[config.mk]
export PLATFORM = sky130hd
export DESIGN_NAME = half_bridge_static_gate_sequencer
export DESIGN_NICKNAME = d
export VERILOG_FILES = /design/src/hw/hb_seq_pkg.sv /design/src/hw/half_bridge_static_gate_sequencer.sv
export VERILOG_INCLUDE_DIRS = /design/src /design/src/hw
export SDC_FILE = /design/constraint.sdc
export NUM_CORES = 1
export LEC_CHECK = 0
export ABC_CLOCK_PERIOD_IN_PS = 5490
export BUFFER_PORTS_ARGS = -buffer_cell sky130_fd_sc_hd__buf_2
export CAP_MARGIN = 20
export CORE_ASPECT_RATIO = 1.1
export CORE_MARGIN = 1.5
export CORE_UTILIZATION = 45
export DETAILED_ROUTE_END_ITERATION = 16
export SYNTH_ARGS = -nofsm -noshare
export SYNTH_HDL_FRONTEND = slang
export SYNTH_SLANG_ARGS = --single-unit
[constraint.sdc]
create_clock -name sys_clk -period 5.49 [get_ports sys_clk]
set_input_delay 0 -clock sys_clk [delete_from_list [all_inputs] [get_ports sys_clk]]
set_output_delay 0 -clock sys_clk [all_outputs]
set_load 0.05 [all_outputs]
[src/hw/hb_seq_params.svh]
// Functional notes
// Mode 00 holds both gates actively off.
// Mode 01 turns low side on, high off.
// Mode 10 turns high side on, low off.
// Reserved mode 11 behaves as off.
// Unmapped half-bridge is activated statically, no modulation.
// Mode control only when not passive and enabled.
// Hard-off sink equals discharge code 31.
// Four-bit static code selects gate current level.
// Hold select picks hold level code.
// Faults in active mode discharge at static current.
// From 01 to 10: guard time first.
// Then charge, opposite hard-off, blank plus filter.
// After filter time, both drives go to hold.
// From 00 to 10: skip guard, charge immediately.
// Mode command applied within 3 us.
// Low side sequences mirror high side ones.
// Off write: discharge for guard, then hold.
// Reset leaves passive set, all modes 00.
// Phase intervals are counters from per-bridge values.
`ifndef HB_SEQ_PARAMS_SVH
`define HB_SEQ_PARAMS_SVH
`define HB_COUNT 4
`define ADDR_CTRL 8'h00
`define ADDR_MODE 8'h04
`define ADDR_STICHG 8'h08
`define ADDR_PWMMAP 8'h0C
`define ADDR_TIM0 8'h10
`define ADDR_TIM1 8'h14
`define ADDR_TIM2 8'h18
`define ADDR_TIM3 8'h1C
`define ADDR_STATUS 8'h20
`define CTRL_PASSIVE_BIT 0
`define CTRL_HOLD_BIT 1
`define CTRL_OVERCURRENT_SHUTDOWN_ENABLE_BIT 2
`define CTRL_RESET 3'h1
`define MODE_RESET 8'h00
`define MODE_OFF 2'h0
`define MODE_LOW 2'h1
`define MODE_HIGH 2'h2
`define MODE_RSVD 2'h3
`define STICHG_RESET 16'h0000
`define PWMMAP_RESET 4'h0
`define TIM_RESET 24'h000000
`define CODE_HARD_OFF 5'h1F
`define CODE_HOLD_LO 5'h04
`define CODE_HOLD_HI 5'h06
`define CLK_MHZ 40
`define CMD_DELAY_NS 3000
`define CMD_DELAY_CYC ((`CMD_DELAY_NS * `CLK_MHZ) / 1000)
`endif

[src/hw/hb_seq_pkg.sv]
package hb_seq_pkg;
  typedef enum logic [2:0] {
    GD_PASSIVE, GD_CHG_ST, GD_DCHG_ST, GD_HARD_OFF, GD_HOLD_ON, GD_HOLD_OFF, GD_PWM
  } drive_kind_t;
  typedef struct packed {
    drive_kind_t kind;
    logic [4:0] code;
  } gate_drive_t;
  typedef enum logic [2:0] {
    PH_PASSIVE, PH_OFF_GUARD, PH_OFF, PH_GUARD, PH_CHARGE, PH_HOLD, PH_FAULT, PH_PWM
  } phase_t;
  typedef struct packed {
    logic supply;
    logic temp;
    logic vds;
    logic cpump;
    logic ocur;
  } fault_t;
  typedef struct packed {
    logic [7:0] filter;
    logic [7:0] blank;
    logic [7:0] guard;
  } timing_t;
endpackage : hb_seq_pkg

[src/hw/half_bridge_static_gate_sequencer.sv]
// The implementer's own choices: the APB register port and the register addresses.
`timescale 1ns/1ps
`include "hb_seq_params.svh"
module half_bridge_static_gate_sequencer (
  input wire logic sys_clk,
  input wire logic resetn,
  input wire logic psel,
  input wire logic penable,
  input wire logic pwrite,
  input wire logic [7:0] paddr,
  input wire logic [31:0] pwdata,
  output logic [31:0] prdata,
  output logic pready,
  output logic pslverr,
  input wire logic enable_in,
  input wire hb_seq_pkg::fault_t faults,
  output hb_seq_pkg::gate_drive_t [3:0] high_side_switch,
  output hb_seq_pkg::gate_drive_t [3:0] low_side_switch
);
  import hb_seq_pkg::*;

  // Longest allowed gap from a mode write to its use, in clock cycles. The
  // sequencer needs only one, so this bound serves the timing check below.
  localparam int APPLY_MAX = `CMD_DELAY_CYC;

  // Software-visible configuration and the per-bridge sequencer state.
  logic [2:0] ctrl;
  logic [7:0] half_bridge_mode_reg;
  logic [7:0] applied_mode;
  logic [15:0] static_current_reg;
  logic [3:0] pwm_channel_setup;
  timing_t [3:0] timing;
  logic [3:0] apply;
  logic [3:0] on_prev;
  logic [3:0] side_prev;
  phase_t [3:0] phase;
  logic [8:0] cnt [4];
  logic bridge_passive_ctl;
  logic hold_current_sel;
  logic overcurrent_shutdown_enable;
  logic active;
  logic fault_hit;
  logic wr_en;
  logic mode_wr;

  // Mode field of one half-bridge out of a packed mode word.
  function automatic logic [1:0] hb_mode(input logic [7:0] word, input int idx);
    hb_mode = word[idx*2 +: 2];
  endfunction : hb_mode

  // Only 01 and 10 switch a side on; 00 and 11 both mean off.
  function automatic logic mode_on(input logic [1:0] m);
    mode_on = (m == `MODE_LOW) || (m == `MODE_HIGH);
  endfunction : mode_on

  // Drive pair for one half-bridge, written for the switch being turned on
  // and then swapped so the low side mirrors the high side.
  function automatic logic [15:0] drive_pair(input phase_t ph, input logic hi,
                                             input logic [3:0] sc, input logic hsel);
    gate_drive_t on_d;
    gate_drive_t opp_d;
    gate_drive_t st_c;
    gate_drive_t st_d;
    gate_drive_t h_on;
    gate_drive_t h_off;
    st_c = '{kind: GD_CHG_ST, code: {1'b0, sc}};
    st_d = '{kind: GD_DCHG_ST, code: {1'b0, sc}};
    h_on = '{kind: GD_HOLD_ON, code: hsel ? `CODE_HOLD_HI : `CODE_HOLD_LO};
    h_off = '{kind: GD_HOLD_OFF, code: hsel ? `CODE_HOLD_HI : `CODE_HOLD_LO};
    on_d = '{kind: GD_PASSIVE, code: 5'h00};
    opp_d = '{kind: GD_PASSIVE, code: 5'h00};
    unique case (ph)
      PH_PASSIVE: begin
      end
      PH_OFF_GUARD, PH_FAULT: begin
        on_d = st_d;
        opp_d = st_d;
      end
      PH_OFF: begin
        on_d = h_off;
        opp_d = h_off;
      end
      PH_GUARD: begin
        on_d = st_d;
        opp_d = st_d;
      end
      PH_CHARGE: begin
        on_d = st_c;
        opp_d = '{kind: GD_HARD_OFF, code: `CODE_HARD_OFF};
      end
      PH_HOLD: begin
        on_d = h_on;
        opp_d = h_off;
      end
      PH_PWM: begin
        // Modulation lives outside this block; the drive is only marked as owned.
        on_d = '{kind: GD_PWM, code: {1'b0, sc}};
        opp_d = '{kind: GD_PWM, code: {1'b0, sc}};
      end
    endcase
    // High side selected is mode 10, low side mode 01 with roles exchanged.
    drive_pair = hi ? {on_d, opp_d} : {opp_d, on_d};
  endfunction : drive_pair

  assign bridge_passive_ctl = ctrl[`CTRL_PASSIVE_BIT];
  assign hold_current_sel = ctrl[`CTRL_HOLD_BIT];
  assign overcurrent_shutdown_enable = ctrl[`CTRL_OVERCURRENT_SHUTDOWN_ENABLE_BIT];
  assign wr_en = psel && penable && pwrite && pready;
  assign mode_wr = wr_en && (paddr == `ADDR_MODE);

  // Gate control runs only when software has left passive and the pin is high.
  assign active = enable_in && !bridge_passive_ctl;

  // Overcurrent only counts when its shutdown enable is set.
  assign fault_hit = active && (faults.supply || faults.temp || faults.vds ||
                                faults.cpump || (faults.ocur && overcurrent_shutdown_enable));

  // Register writes land on the access edge only.
  always_ff @(posedge sys_clk or negedge resetn) begin
    if (!resetn) begin
      ctrl <= `CTRL_RESET;
      half_bridge_mode_reg <= `MODE_RESET;
      static_current_reg <= `STICHG_RESET;
      pwm_channel_setup <= `PWMMAP_RESET;
      timing <= {`TIM_RESET, `TIM_RESET, `TIM_RESET, `TIM_RESET};
    end else if (wr_en) begin
      unique case (paddr)
        `ADDR_CTRL: ctrl <= pwdata[2:0];
        `ADDR_MODE: half_bridge_mode_reg <= pwdata[7:0];
        `ADDR_STICHG: static_current_reg <= pwdata[15:0];
        `ADDR_PWMMAP: pwm_channel_setup <= pwdata[3:0];
        `ADDR_TIM0: timing[0] <= pwdata[23:0];
        `ADDR_TIM1: timing[1] <= pwdata[23:0];
        `ADDR_TIM2: timing[2] <= pwdata[23:0];
        `ADDR_TIM3: timing[3] <= pwdata[23:0];
        default: begin
        end
      endcase
    end
  end

  // Zero-wait APB answer; read data and error are set up in the setup cycle
  // so that every bus output comes from a flop.
  always_ff @(posedge sys_clk or negedge resetn) begin
    if (!resetn) begin
      pready <= 1'b0;
      prdata <= 32'h0000_0000;
      pslverr <= 1'b0;
    end else begin
      pready <= psel && !penable;
      pslverr <= psel && !penable && !((paddr[1:0] == 2'h0) && (paddr <= `ADDR_STATUS));
      prdata <= 32'h0000_0000;
      if (psel && !penable && !pwrite) begin
        unique case (paddr)
          `ADDR_CTRL: prdata <= {29'h0, ctrl};
          `ADDR_MODE: prdata <= {24'h0, half_bridge_mode_reg};
          `ADDR_STICHG: prdata <= {16'h0, static_current_reg};
          `ADDR_PWMMAP: prdata <= {28'h0, pwm_channel_setup};
          `ADDR_TIM0: prdata <= {8'h0, timing[0]};
          `ADDR_TIM1: prdata <= {8'h0, timing[1]};
          `ADDR_TIM2: prdata <= {8'h0, timing[2]};
          `ADDR_TIM3: prdata <= {8'h0, timing[3]};
          `ADDR_STATUS: prdata <= {18'h0, fault_hit, active, phase};
          default: prdata <= 32'h0000_0000;
        endcase
      end
    end
  end

  // A mode write is taken over one cycle after the access, well inside the
  // allowed command delay; every field is re-applied, but one that keeps its on-side keeps its phase.
  always_ff @(posedge sys_clk or negedge resetn) begin
    if (!resetn) begin
      apply <= 4'h0;
      applied_mode <= `MODE_RESET;
    end else begin
      apply <= {4{mode_wr}};
      if (mode_wr) begin
        applied_mode <= pwdata[7:0];
      end
    end
  end

  // Per-bridge phase sequencer with one down counter per bridge, reloaded for each timed phase.
  // A restart from passive or fault never enters PH_GUARD, since nothing
  // was driven on before.
  always_ff @(posedge sys_clk or negedge resetn) begin
    if (!resetn) begin
      for (int i = 0; i < `HB_COUNT; i++) begin
        phase[i] <= PH_PASSIVE;
        cnt[i] <= 9'h000;
      end
      on_prev <= 4'h0;
      side_prev <= 4'h0;
    end else begin
      for (int i = 0; i < `HB_COUNT; i++) begin
        logic [1:0] m;
        logic restart;
        m = hb_mode(applied_mode, i);
        restart = (phase[i] == PH_PASSIVE) || (phase[i] == PH_FAULT);
        if (!active) begin
          phase[i] <= PH_PASSIVE;
          on_prev[i] <= 1'b0;
        end else if (fault_hit) begin
          // A fault wins over a pending mode write, so the gates drop first.
          phase[i] <= PH_FAULT;
          on_prev[i] <= 1'b0;
        end else if (apply[i] || restart) begin
          if (!mode_on(m)) begin
            phase[i] <= PH_OFF_GUARD;
            cnt[i] <= {1'b0, timing[i].guard};
            on_prev[i] <= 1'b0;
          end else if (pwm_channel_setup[i]) begin
            phase[i] <= PH_PWM;
            on_prev[i] <= 1'b1;
            side_prev[i] <= m[1];
          end else if (on_prev[i] && (side_prev[i] == m[1])) begin
            phase[i] <= phase[i];
          end else if (on_prev[i]) begin
            phase[i] <= PH_GUARD;
            cnt[i] <= {1'b0, timing[i].guard};
            side_prev[i] <= m[1];
          end else begin
            phase[i] <= PH_CHARGE;
            cnt[i] <= 9'(timing[i].blank) + 9'(timing[i].filter);
            on_prev[i] <= 1'b1;
            side_prev[i] <= m[1];
          end
        end else begin
          if (cnt[i] > 9'h001) begin
            cnt[i] <= cnt[i] - 9'h001;
          end else begin
            unique case (phase[i])
              PH_OFF_GUARD: phase[i] <= PH_OFF;
              PH_GUARD: begin
                phase[i] <= PH_CHARGE;
                cnt[i] <= 9'(timing[i].blank) + 9'(timing[i].filter);
              end
              PH_CHARGE: phase[i] <= PH_HOLD;
              default: phase[i] <= phase[i];
            endcase
          end
        end
      end
    end
  end

  // Gate drive outputs are registered copies of the phase decode.
  always_ff @(posedge sys_clk or negedge resetn) begin
    if (!resetn) begin
      for (int i = 0; i < `HB_COUNT; i++) begin
        high_side_switch[i] <= '{kind: GD_PASSIVE, code: 5'h00};
        low_side_switch[i] <= '{kind: GD_PASSIVE, code: 5'h00};
      end
    end else begin
      for (int i = 0; i < `HB_COUNT; i++) begin
        {high_side_switch[i], low_side_switch[i]} <=
          drive_pair(phase[i], side_prev[i], static_current_reg[i*4 +: 4], hold_current_sel);
      end
    end
  end
endmodule : half_bridge_static_gate_sequencer

==> results of run 1 <==
per-layer routing:
| layer | GRT usage, % | routed length, microns | vias to the layer above |
|---|---|---|---|
| li1 | - | - | 5533 |
| met1 | 33.2 | 18400 | 5705 |
| met2 | 42.8 | 19800 | 397 |
| met3 | 3.96 | 2450 | 81 |
| met4 | 10.1 | 1770 | 2 |
| met5 | 0 | 8 | - |
kinds of logic (layout without fill, tap and decap cells):
group / count (synthesis) / in the layout / synth area share [%]
flip-flops: 274 / 274 / 47.0
AND/OR/NAND/NOR: 413 / 413 / 13.6
buffers and inverters: 120 / 271 / 3.63
adder cells (fa/ha/maj): 44 / 44 / 3.98
XOR/XNOR: 28 / 28 / 1.68
AO/OA/AOI/OAI: 411 / 411 / 18.9
multiplexers: 147 / 147 / 11.1
other: 1 / 10 / 0.0257
metrics by stage:
stage / util [%] / std cells / setup slack [ns] / total power [uW] / hold slack [ns]
after detailed placement: 49.1 / 1933 / 2.32 / 3120 / 0.134
after global placement: 49.1 / 1933 / 2.34 / 3110 / 0.131
after global routing: 53.2 / 2016 / 2.07 / 5330 / 0.0575
after CTS: 53.1 / 2015 / 2.38 / 5130 / 0.00751
final: 53.2 / 2018 / 2.33 / 5090 / 0.0111
after floorplan: - / 1445 / 3.22 / 2890 / -0.296
where the power goes:
| part | internal (uW) | switching [uW] | leakage, uW |
|---|---|---|---|
| Combinational | 311 | 533 | 0.00393 |
| Sequential | 2130 | 135 | 0.00361 |
| Clock | 1190 | 790 | 0.000460 |
| Total | 3640 | 1460 | 0.00800 |
path summary, 6_finish.rpt:
kind,startpoint,endpoint,slack [ns],cells past startpoint
worst max-delay path,faults[1],cnt[17],2.33,9
worst min-delay path,faults[0],on_prev[0],0.01,4
worst max register to register,phase[6],cnt[17],2.60,6
worst min register to register,cnt[30],cnt[30],0.49,1
max in group asynchronous,resetn,timing[58],4.02,3
min in group asynchronous,resetn,high_side_switch[7],0.09,2
tightest hold or removal path, delay by kind of cell:
| kind | cells | cell delay [ns] |
|---|---|---|
| AO/OA/AOI/OAI | 1 | 0.08 |
| buffers and inverters | 1 | 0.09 |
| AND/OR/NAND/NOR | 2 | 0.36 |
area by class of cell:
cell class | count | area share (%)
Timing Repair Buffer | 179 | 6.74
Sequential cell | 274 | 40.7
Tap cell | 420 | 3.12
Clock inverter | 7 | 0.802
Clock buffer | 43 | 4.80
Multi-Input combinational cell | 1051 | 42.9
Inverter | 42 | 0.936
Antenna cell | 2 | 0.0297
cells in the mapped netlist (13+ instances only):
cell type    n  area [sq um]
nor2b_1     16           100
dfrtp_1    273          6830
xnor2_1     16           140
and2_1      14          87.6
mux2i_1     25           250
nand2_1    120           450
a31oi_1     16           100
clkbuf_1    44           165
a221oi_1    13           114
a21o_1      19           143
buf_2       17          85.1
inv_1       41           154
mux2_2     122          1370
a21oi_1     93           465
a211oi_1    33           248
ha_1        40           500
nand3_1     18          90.1
o21ai_0     96           480
a22oi_1     43           323
nor2_1     128           480
nor3_1      49           245
what timing repair did:
| item | 4_1_cts | 5_1_grt |
|---|---|---|
| endpoints found under the hold margin | 250 | 0 |
| setup endpoints to repair | 0 | 0 |
| hold buffers | 32 | 0 |
==> results.md, run 1 <==
- The combined flip-flop and latch cell area is 6860 sq um.
- For this run, the leading register cell type out of synthesis is dfrtp_1.
- Timing would allow up to about 0.32 GHz.
- The layout cell share with drive strength beyond 1 is 21.4%.
- After detailed routing, the number of remaining DRC violations is 0.
- The buffer and inverter count on the worst path is 4.
- Walking the worst path, the cells encountered are dlygate4sd3_1 -> buf_2 -> nor4_1 -> dlygate4sd3_1 -> nand3_1 -> buf_4 -> a311oi_4 -> o21ai_1 -> a221o_1.
- The register with the most flip-flops in the final layout is timing.
- Once the floorplan was initialized, standard cells occupied 46.1% of the core.
- The number of hold violations in the final report is 0.
- The final critical-path required period is ~3.2 ns.
- Along the worst path, the maximum fanout reaches 18.
- Summing over every cut layer, the via total after detailed routing is 11700.
- The die covers 33500 sq um.
- The largest individual stage delay along the critical path comes from the cell a311oi_4.
- In this run the tool buffered the top-level ports with 132 buffer cells.
- The die is ~170 microns wide.
- The largest registers in the layout are timing x96, cnt x36.
- Counting stages on the worst path, the most repeated cell is dlygate4sd3_1.
- The run finished with clean final reports.
- The number of buffers between clock root and the deepest sink is 3.
- The leading cell type in the layout, fill and taps excluded is dfrtp_1.
- The peak ir drop on the vdd network is 216 uV.
- After global routing the overflow that remains totals 0.
- Before antenna repair, the detailed router went through 6 iterations.
- The setup-violating endpoint count in the final report is 0.
- The post-synthesis instance area is ~15000 sq um.
- The initial antenna violation count is 3.
- The post-route fraction of the period consumed by the critical path is 57.6%.
- The first global-routing pass estimated 65500 microns of wire.
- In this run the core area contains 68 standard-cell rows.
- Across the run, the number of max-cap violations was 0.
- The slew at the pin closest to its max-slew limit is 0.954 ns.
- The number of flip-flops in the largest register is 96.
- Global routing used 25.5% of the available tracks across all layers.
- The count of flip-flops with a built-in enable after synthesis is 0.
- The critical path arrival is 3.60 ns.
- The finished cells cover 16800 sq um.
- CTS built an H-tree with a depth of 1.
- The final layout net count is around 1700.
- The async set-reset flop share out of synthesis is 100%.
- The type of the worst setup path is primary input to flop.
- The CTS sink count is 274.
- The element type at the critical path start is a primary input.
- The number of setup buffers added after CTS is 0.
- The required time of the worst setup path is approximately 5.9 ns.
- The average detailed-routed wire length per instance is around 21 microns.
- The TritonCTS buffer count is 29.
- The portion of the post-synthesis area used by sequential elements is between 40% and 50%.
- The top-level port count is 149.
- The number of different library cells used by synthesis comes to 85.
- For this design the ratio of total power to cell area is a little over 300 nW/um^2.
- The number of global-route vias before repair is 11200.
- The leakage dissipation is 0.00800 uW.
- At the later pin of the worst-skew pair, clock insertion delay measures 0.57 ns.
- The layout has just under 3000 filler cells.
- Leaving out fill and tap cells, the most frequent cells in the layout are 273 x dfrtp_1, 131 x buf_2, 128 x nor2_1, 122 x mux2_2, 120 x nand2_1.
- The number of slew-limit violations in the final report is 0.
- The floorplan die height is between 150 and 200 microns.
- Routability-driven placement finished with a final weighted congestion of slightly above 0.9.
- Clock-pin slew was measured on the worst setup and hold paths at 0.06 ns.
- The number of cells upsized or downsized after cts is 0.
- The worst setup path is captured at a flop.
- In this run the remaining antenna-violating nets after routing total 0.
- In this design, the stage delay of the slowest critical-path cell is 0.72 ns.
- Entering global routing, the biggest net connects between 150 and 200 pins.
- Setup repair after global routing left no endpoint under its margin.
- The area overhead of the layout relative to synthesis is 15.6%.
- In this run the worst hold path is classified as primary input to flop.
- The iteration-0 DRC count of the detailed router is 1241.
- The core area is about 32000 sq um.
- The number of standard cells after synthesis is around 1400.
- The placed instances occupy a cell area of between 15000 and 20000 sq um.
- Synthesis inferred 274 register bits.
- A synthesized cell averages 10.1 sq um.
- Summing all multi-input logic gate instances after layout gives 7220 sq um.
- The clock tree from TritonCTS is yes.
- The final HPWL from detailed placement is 30800 microns.
- The root buffer cell chosen for the clock tree is clkbuf_16.
- The final sum of negative setup slack is 0 ns.
- The routed design has between 40000 and 50000 microns of wire.
- The clock skew is 0.0211 ns.
- The kind of cell with the highest combined delay along the critical path is buffers and inverters.
- The count of warnings emitted by yosys is 0.
- The via count normalized by instance count is ~5.8.
- The worst pin sits at a relative slew slack of 36.4%.
No activity file was read; power rests on OpenSTA's default activity.
==> run 2: changes to the inputs <==
--- a/config.mk
+++ b/config.mk
@@ -6,7 +6,8 @@
 export SDC_FILE = /design/constraint.sdc
 export NUM_CORES = 1
 export LEC_CHECK = 0
-export ABC_CLOCK_PERIOD_IN_PS = 5490
+export ABC_AREA = 1
+export ABC_CLOCK_PERIOD_IN_PS = 3300
 export BUFFER_PORTS_ARGS = -buffer_cell sky130_fd_sc_hd__buf_2
 export CAP_MARGIN = 20
 export CORE_ASPECT_RATIO = 1.1
==> constraint.sdc (replaced) <==
create_clock -name sys_clk -period 3.3 [get_ports sys_clk]
set_input_delay 0 -clock sys_clk [delete_from_list [all_inputs] [get_ports sys_clk]]
set_output_delay 0 -clock sys_clk [all_outputs]
set_load 0.05 [all_outputs]
==> run 2 against run 1 <==
Compared with the run above:
- power rose by 79%
- final cell count rose by 30%
- largest power group unchanged
- critical path depth rose by 3
- flip-flop and latch count did not move
- largest cell class unchanged
- worst hold slack improved by 0.031 ns
- setup slack got worse by 1.4 ns
- combinational power rose by 120%
- synthesized area rose by 4.3%
- design area rose by 4.8%
- die area rose by 4.2%
==> results.md, run 2 <==
- The flow ran to the end, and the final reports show no timing, DRC or antenna violations.
- The post-route fraction of the period consumed by the critical path is 71.7%.
- The count of distinct cell types in the synthesized netlist is 49 (-42%).
- The library cell used most frequently in the layout, excluding fill and tap cells, is nand2_1.
- The setup-violating endpoint count in the final report came to 0 (unchanged).
- The worst-case hold path end point is phase[5].
- The required time of the worst setup path was 3.75 ns (-2.18 ns).
- The kind of capture point of the worst setup path is a flop.
- The overall fraction of global-route tracks in use came to 27.3% (+1.8 points).
- The worst setup slack after layout is 0.934 ns (-1.40 ns).
- The number of flip-flops in the largest register was 96 (unchanged).
- Among all flip-flop cells after synthesis, the most frequent one is dfrtp_1.
- The number of buffers between clock root and the deepest sink came to 3 (unchanged).
- The number of hold violations in the final report is 0 (unchanged).
- The final critical-path required period is 2.37 ns.
- The leakage dissipation is 0.00898 uW (+12%).
- The top cell type's share of synthesized area was 44.9% (-1.9 points).
- The number of fill cells is 3227 (+11%).
- The floorplan die height is 196 microns (+2.1%).
- Yosys attributes the largest share of cell area to dfrtp_1 45%, nand2_1 16%, o21ai_0 6.7%, inv_1 5.0%, nand3_1 3.6%.
- The cell area after placement is 16300 sq um (+4.5%).
- The most instantiated library cell after synthesis is nand2_1.
- In this run the worst hold path is classified as primary input to flop.
- The average instance area after synthesis is 7.62 sq um (-25%).
- The post-CTS repair timing setup buffer count is 0 (unchanged).
- The count of standard-cell rows is 70 (+2.9%).
- The register with the most flip-flops in the final layout is timing.
- The portion of the post-synthesis area used by sequential elements is 45.1% (-1.9 points).
- The first-pass GRT wire length is 73100 microns (+12%).
- The number of cells upsized or downsized after cts was 0 (unchanged).
- The setup path with the least slack is of type flop to flop.
- The critical path arrival is 2.82 ns (-0.78 ns).
- The CTS sink count is 274 (unchanged).
- The peak ir drop on the vdd network is 441 uV (+100%).
- The first-pass detailed-route iteration total is 5 (-1).
- The achievable frequency is 0.423 GHz.
- The clock tree from TritonCTS is yes.
- The final worst hold slack is 0.0417 ns (+0.0306 ns).
- The post-synthesis instance area is 15200 sq um (+4.3%).
- The final wirelength is 47100 microns (+11%).
- The average detailed-routed wire length per instance came to 18.0 microns (-14%).
- The highest-utilization routing layer at the global route stage is met2.
- The cell accounting for the most synthesized area is dfrtp_1.
- The DRC violation count after routing is 0 (unchanged).
- The via count normalized by instance count is 5.26 (-9.4%).
- The final layout net count is 2254 (+35%).
- The layout cell share with drive strength beyond 1 is 13.6% (-7.8 points).
- The clock insertion delay at the later pin of the skew report is 0.57 ns (about the same).
- In the layout the commonest cells are 646 x nand2_1, 273 x dfrtp_1, 204 x o21ai_0, 201 x inv_1, 138 x nor2_1.
- The async set-reset flop share out of synthesis is 100% (unchanged).
- The global-route met2 utilization is 44.2% (+1.4 points).
- The final sum of negative setup slack is 0 ns (unchanged).
- After synthesis, the most frequently instantiated cells are 646 x nand2_1, 273 x dfrtp_1, 204 x o21ai_0.
- The final weighted congestion of routability-driven global placement is 0.921 (-0.57%).
- The normalized max-slew margin is 34.5% (-1.9 points).
- The pin count of the biggest net entering global routing is 112 (-28%).
- The total number of H-tree levels is 1 (unchanged).
- The overall die area is 34900 sq um (+4.2%).
- The count of hold-fix buffers inserted at cts was 36 (+13%).
- The iteration-0 DRC count of the detailed router is 1166 (-6.0%).
- The register-to-register path setup slack was 0.93 ns (-1.67 ns).
- The count of flip-flops with a built-in enable after synthesis is 0 (unchanged).
- The width of the die is 178 microns (+2.1%).
- The cell depth of the worst hold path is 6 (+2).
- The core area is 33300 sq um (+5.2%).
- The count of warnings emitted by yosys was 0 (unchanged).
- STA classifies the critical path startpoint as a flop.
- Setup repair after global routing left no endpoint under its margin.
- The port buffer count is 132 (unchanged).
- The TritonCTS buffer count is 30 (+3.4%).
- The number of cells on the worst reg-to-reg path is 12 (+6).
- The power density normalized to cell area is 517 nW/um^2 (+71%).
- The post-route cell area is 17700 sq um (+4.8%).
- The slew at the pin closest to its max-slew limit is 0.975 ns (+0.0210 ns).
- The met3 usage is 4.79% (+0.83 points).
- The final HPWL from detailed placement is 35200 microns (+15%).
- The initial antenna violation count came to 1 (-2).
- The root buffer selected by CTS is clkbuf_16.
- The peak fanout along the critical path is 3 (-15).
- The via count of the routed design is 13800 (+18%).
- The area growth from synthesis to layout is 16.1%.
- The number of global-route vias before repair is 13300 (+18%).
- The met1 usage in global routing is 37.3% (+4.1 points).
- In the final layout, the registers with the most flip-flops are timing x96, cnt x36.
- The clock skew was 0.0169 ns (-0.00419 ns).
- The number of storage elements in the synthesis netlist was 274 (unchanged).
- The top-level port count came to 149 (unchanged).
- The initial core utilization is 45.7% (-0.37 points).
- The number of standard cells after synthesis is 1996 (+39%).
- The number of antenna-violating nets in the routed design is 0 (unchanged).
- The hold path startpoint is faults[4].
- The number of slew-limit violations in the final report is 0 (unchanged).
- The endpoint identified for the worst register-to-register timing path is cnt[8].
- The total congestion overflow was 0 (unchanged).
- The number of maximum-capacitance constraint violations is 0 (unchanged).
- The worst setup slack before clock tree synthesis is 0.990 ns (-1.33 ns).
- The clock slew seen by the registers of the worst setup and hold paths was 0.06 ns (about the same).
- In this run the critical register-to-register path is launched from timing[80].
[run 2: changes by cell type in the layout (fill, tap and decap cells not counted), moves of 33 or more]
| cell | delta |
|---|---|
| mux2_2 | -122 |
| nand3_1 | +90 |
| o21ai_1 | +51 |
| a21oi_1 | -43 |
| inv_1 | +160 |
| a22oi_1 | -43 |
| a211oi_1 | -33 |
| nor3_1 | -35 |
| o21ai_0 | +108 |
| nand2_1 | +526 |
[run 2: how the worst max path moves through the flow]
stage	start	endpoint	cells past startpoint
6_report	timing[80]	cnt[8]	12
5_1_grt	timing[80]	cnt[8]	12
4_1_cts	timing[80]	cnt[8]	12
3_5_place_dp	timing[80]	cnt[8]	12
3_3_place_gp	timing[80]	cnt[8]	12
2_1_floorplan	timing[80]	cnt[8]	12
[run 2: final cells by class]
type | count | area (sq um) | share of cell area (%)
Inverter | 225 | 848 | 4.80
Clock inverter | 18 | 193 | 1.09
Clock buffer | 38 | 852 | 4.82
Sequential cell | 274 | 6860 | 38.8
Timing Repair Buffer | 186 | 1190 | 6.74
Tap cell | 432 | 541 | 3.06
Multi-Input combinational cell | 1442 | 7180 | 40.6
Antenna cell | 1 | 2.50 | 0.0142
[run 2: cell families after synthesis]
family	count (synthesis)	share of synthesized area (%)
xor+xnor	28	1.61
flops	274	45.1
simple gates	985	27.6
other cells	1	0.0247
compound gates	377	13.9
buf+inv	287	7.89
fa+ha+maj	44	3.82
[run 2: metal layers]
metal  share of wire [%]  vias to the layer above  wire length [microns]
li1                    -                     6753                      -
met1                  44                     6497                  20700
met2                  46                      436                  21700
met3                 7.2                       84                   3400
met4                 2.8                        0                   1320
met5                   0                        -                      0
[run 2: critical path: stages (launching register included)]
cell	delay, ns
dfrtp_1	0.41
ha_1	0.26
fa_1	0.42
nand2_1	0.08
nand2_1	0.08
nand3b_1	0.16
nor2_1	0.06
nor2_1	0.37
nor2_1	0.07
nand2_1	0.16
nand2_1	0.08
nand2_1	0.06
nand2_1	0.04
[run 2: power breakdown]
group / internal, uW / switching (uW) / leakage [uW]
registers: 3570 / 168 / 0.00365
logic: 574 / 1290 / 0.00483
clock network: 2070 / 1460 / 0.000503
[run 2: per-stage QoR]
step | util, % | std cells | total power [uW]
global placement | 48.8 | 2523 | 5620
global route | 53.1 | 2615 | 9580
detailed placement | 48.8 | 2523 | 5640
CTS | 53.1 | 2615 | 9200
finish | 53.1 | 2616 | 9130
floorplan | - | 2003 | 5140
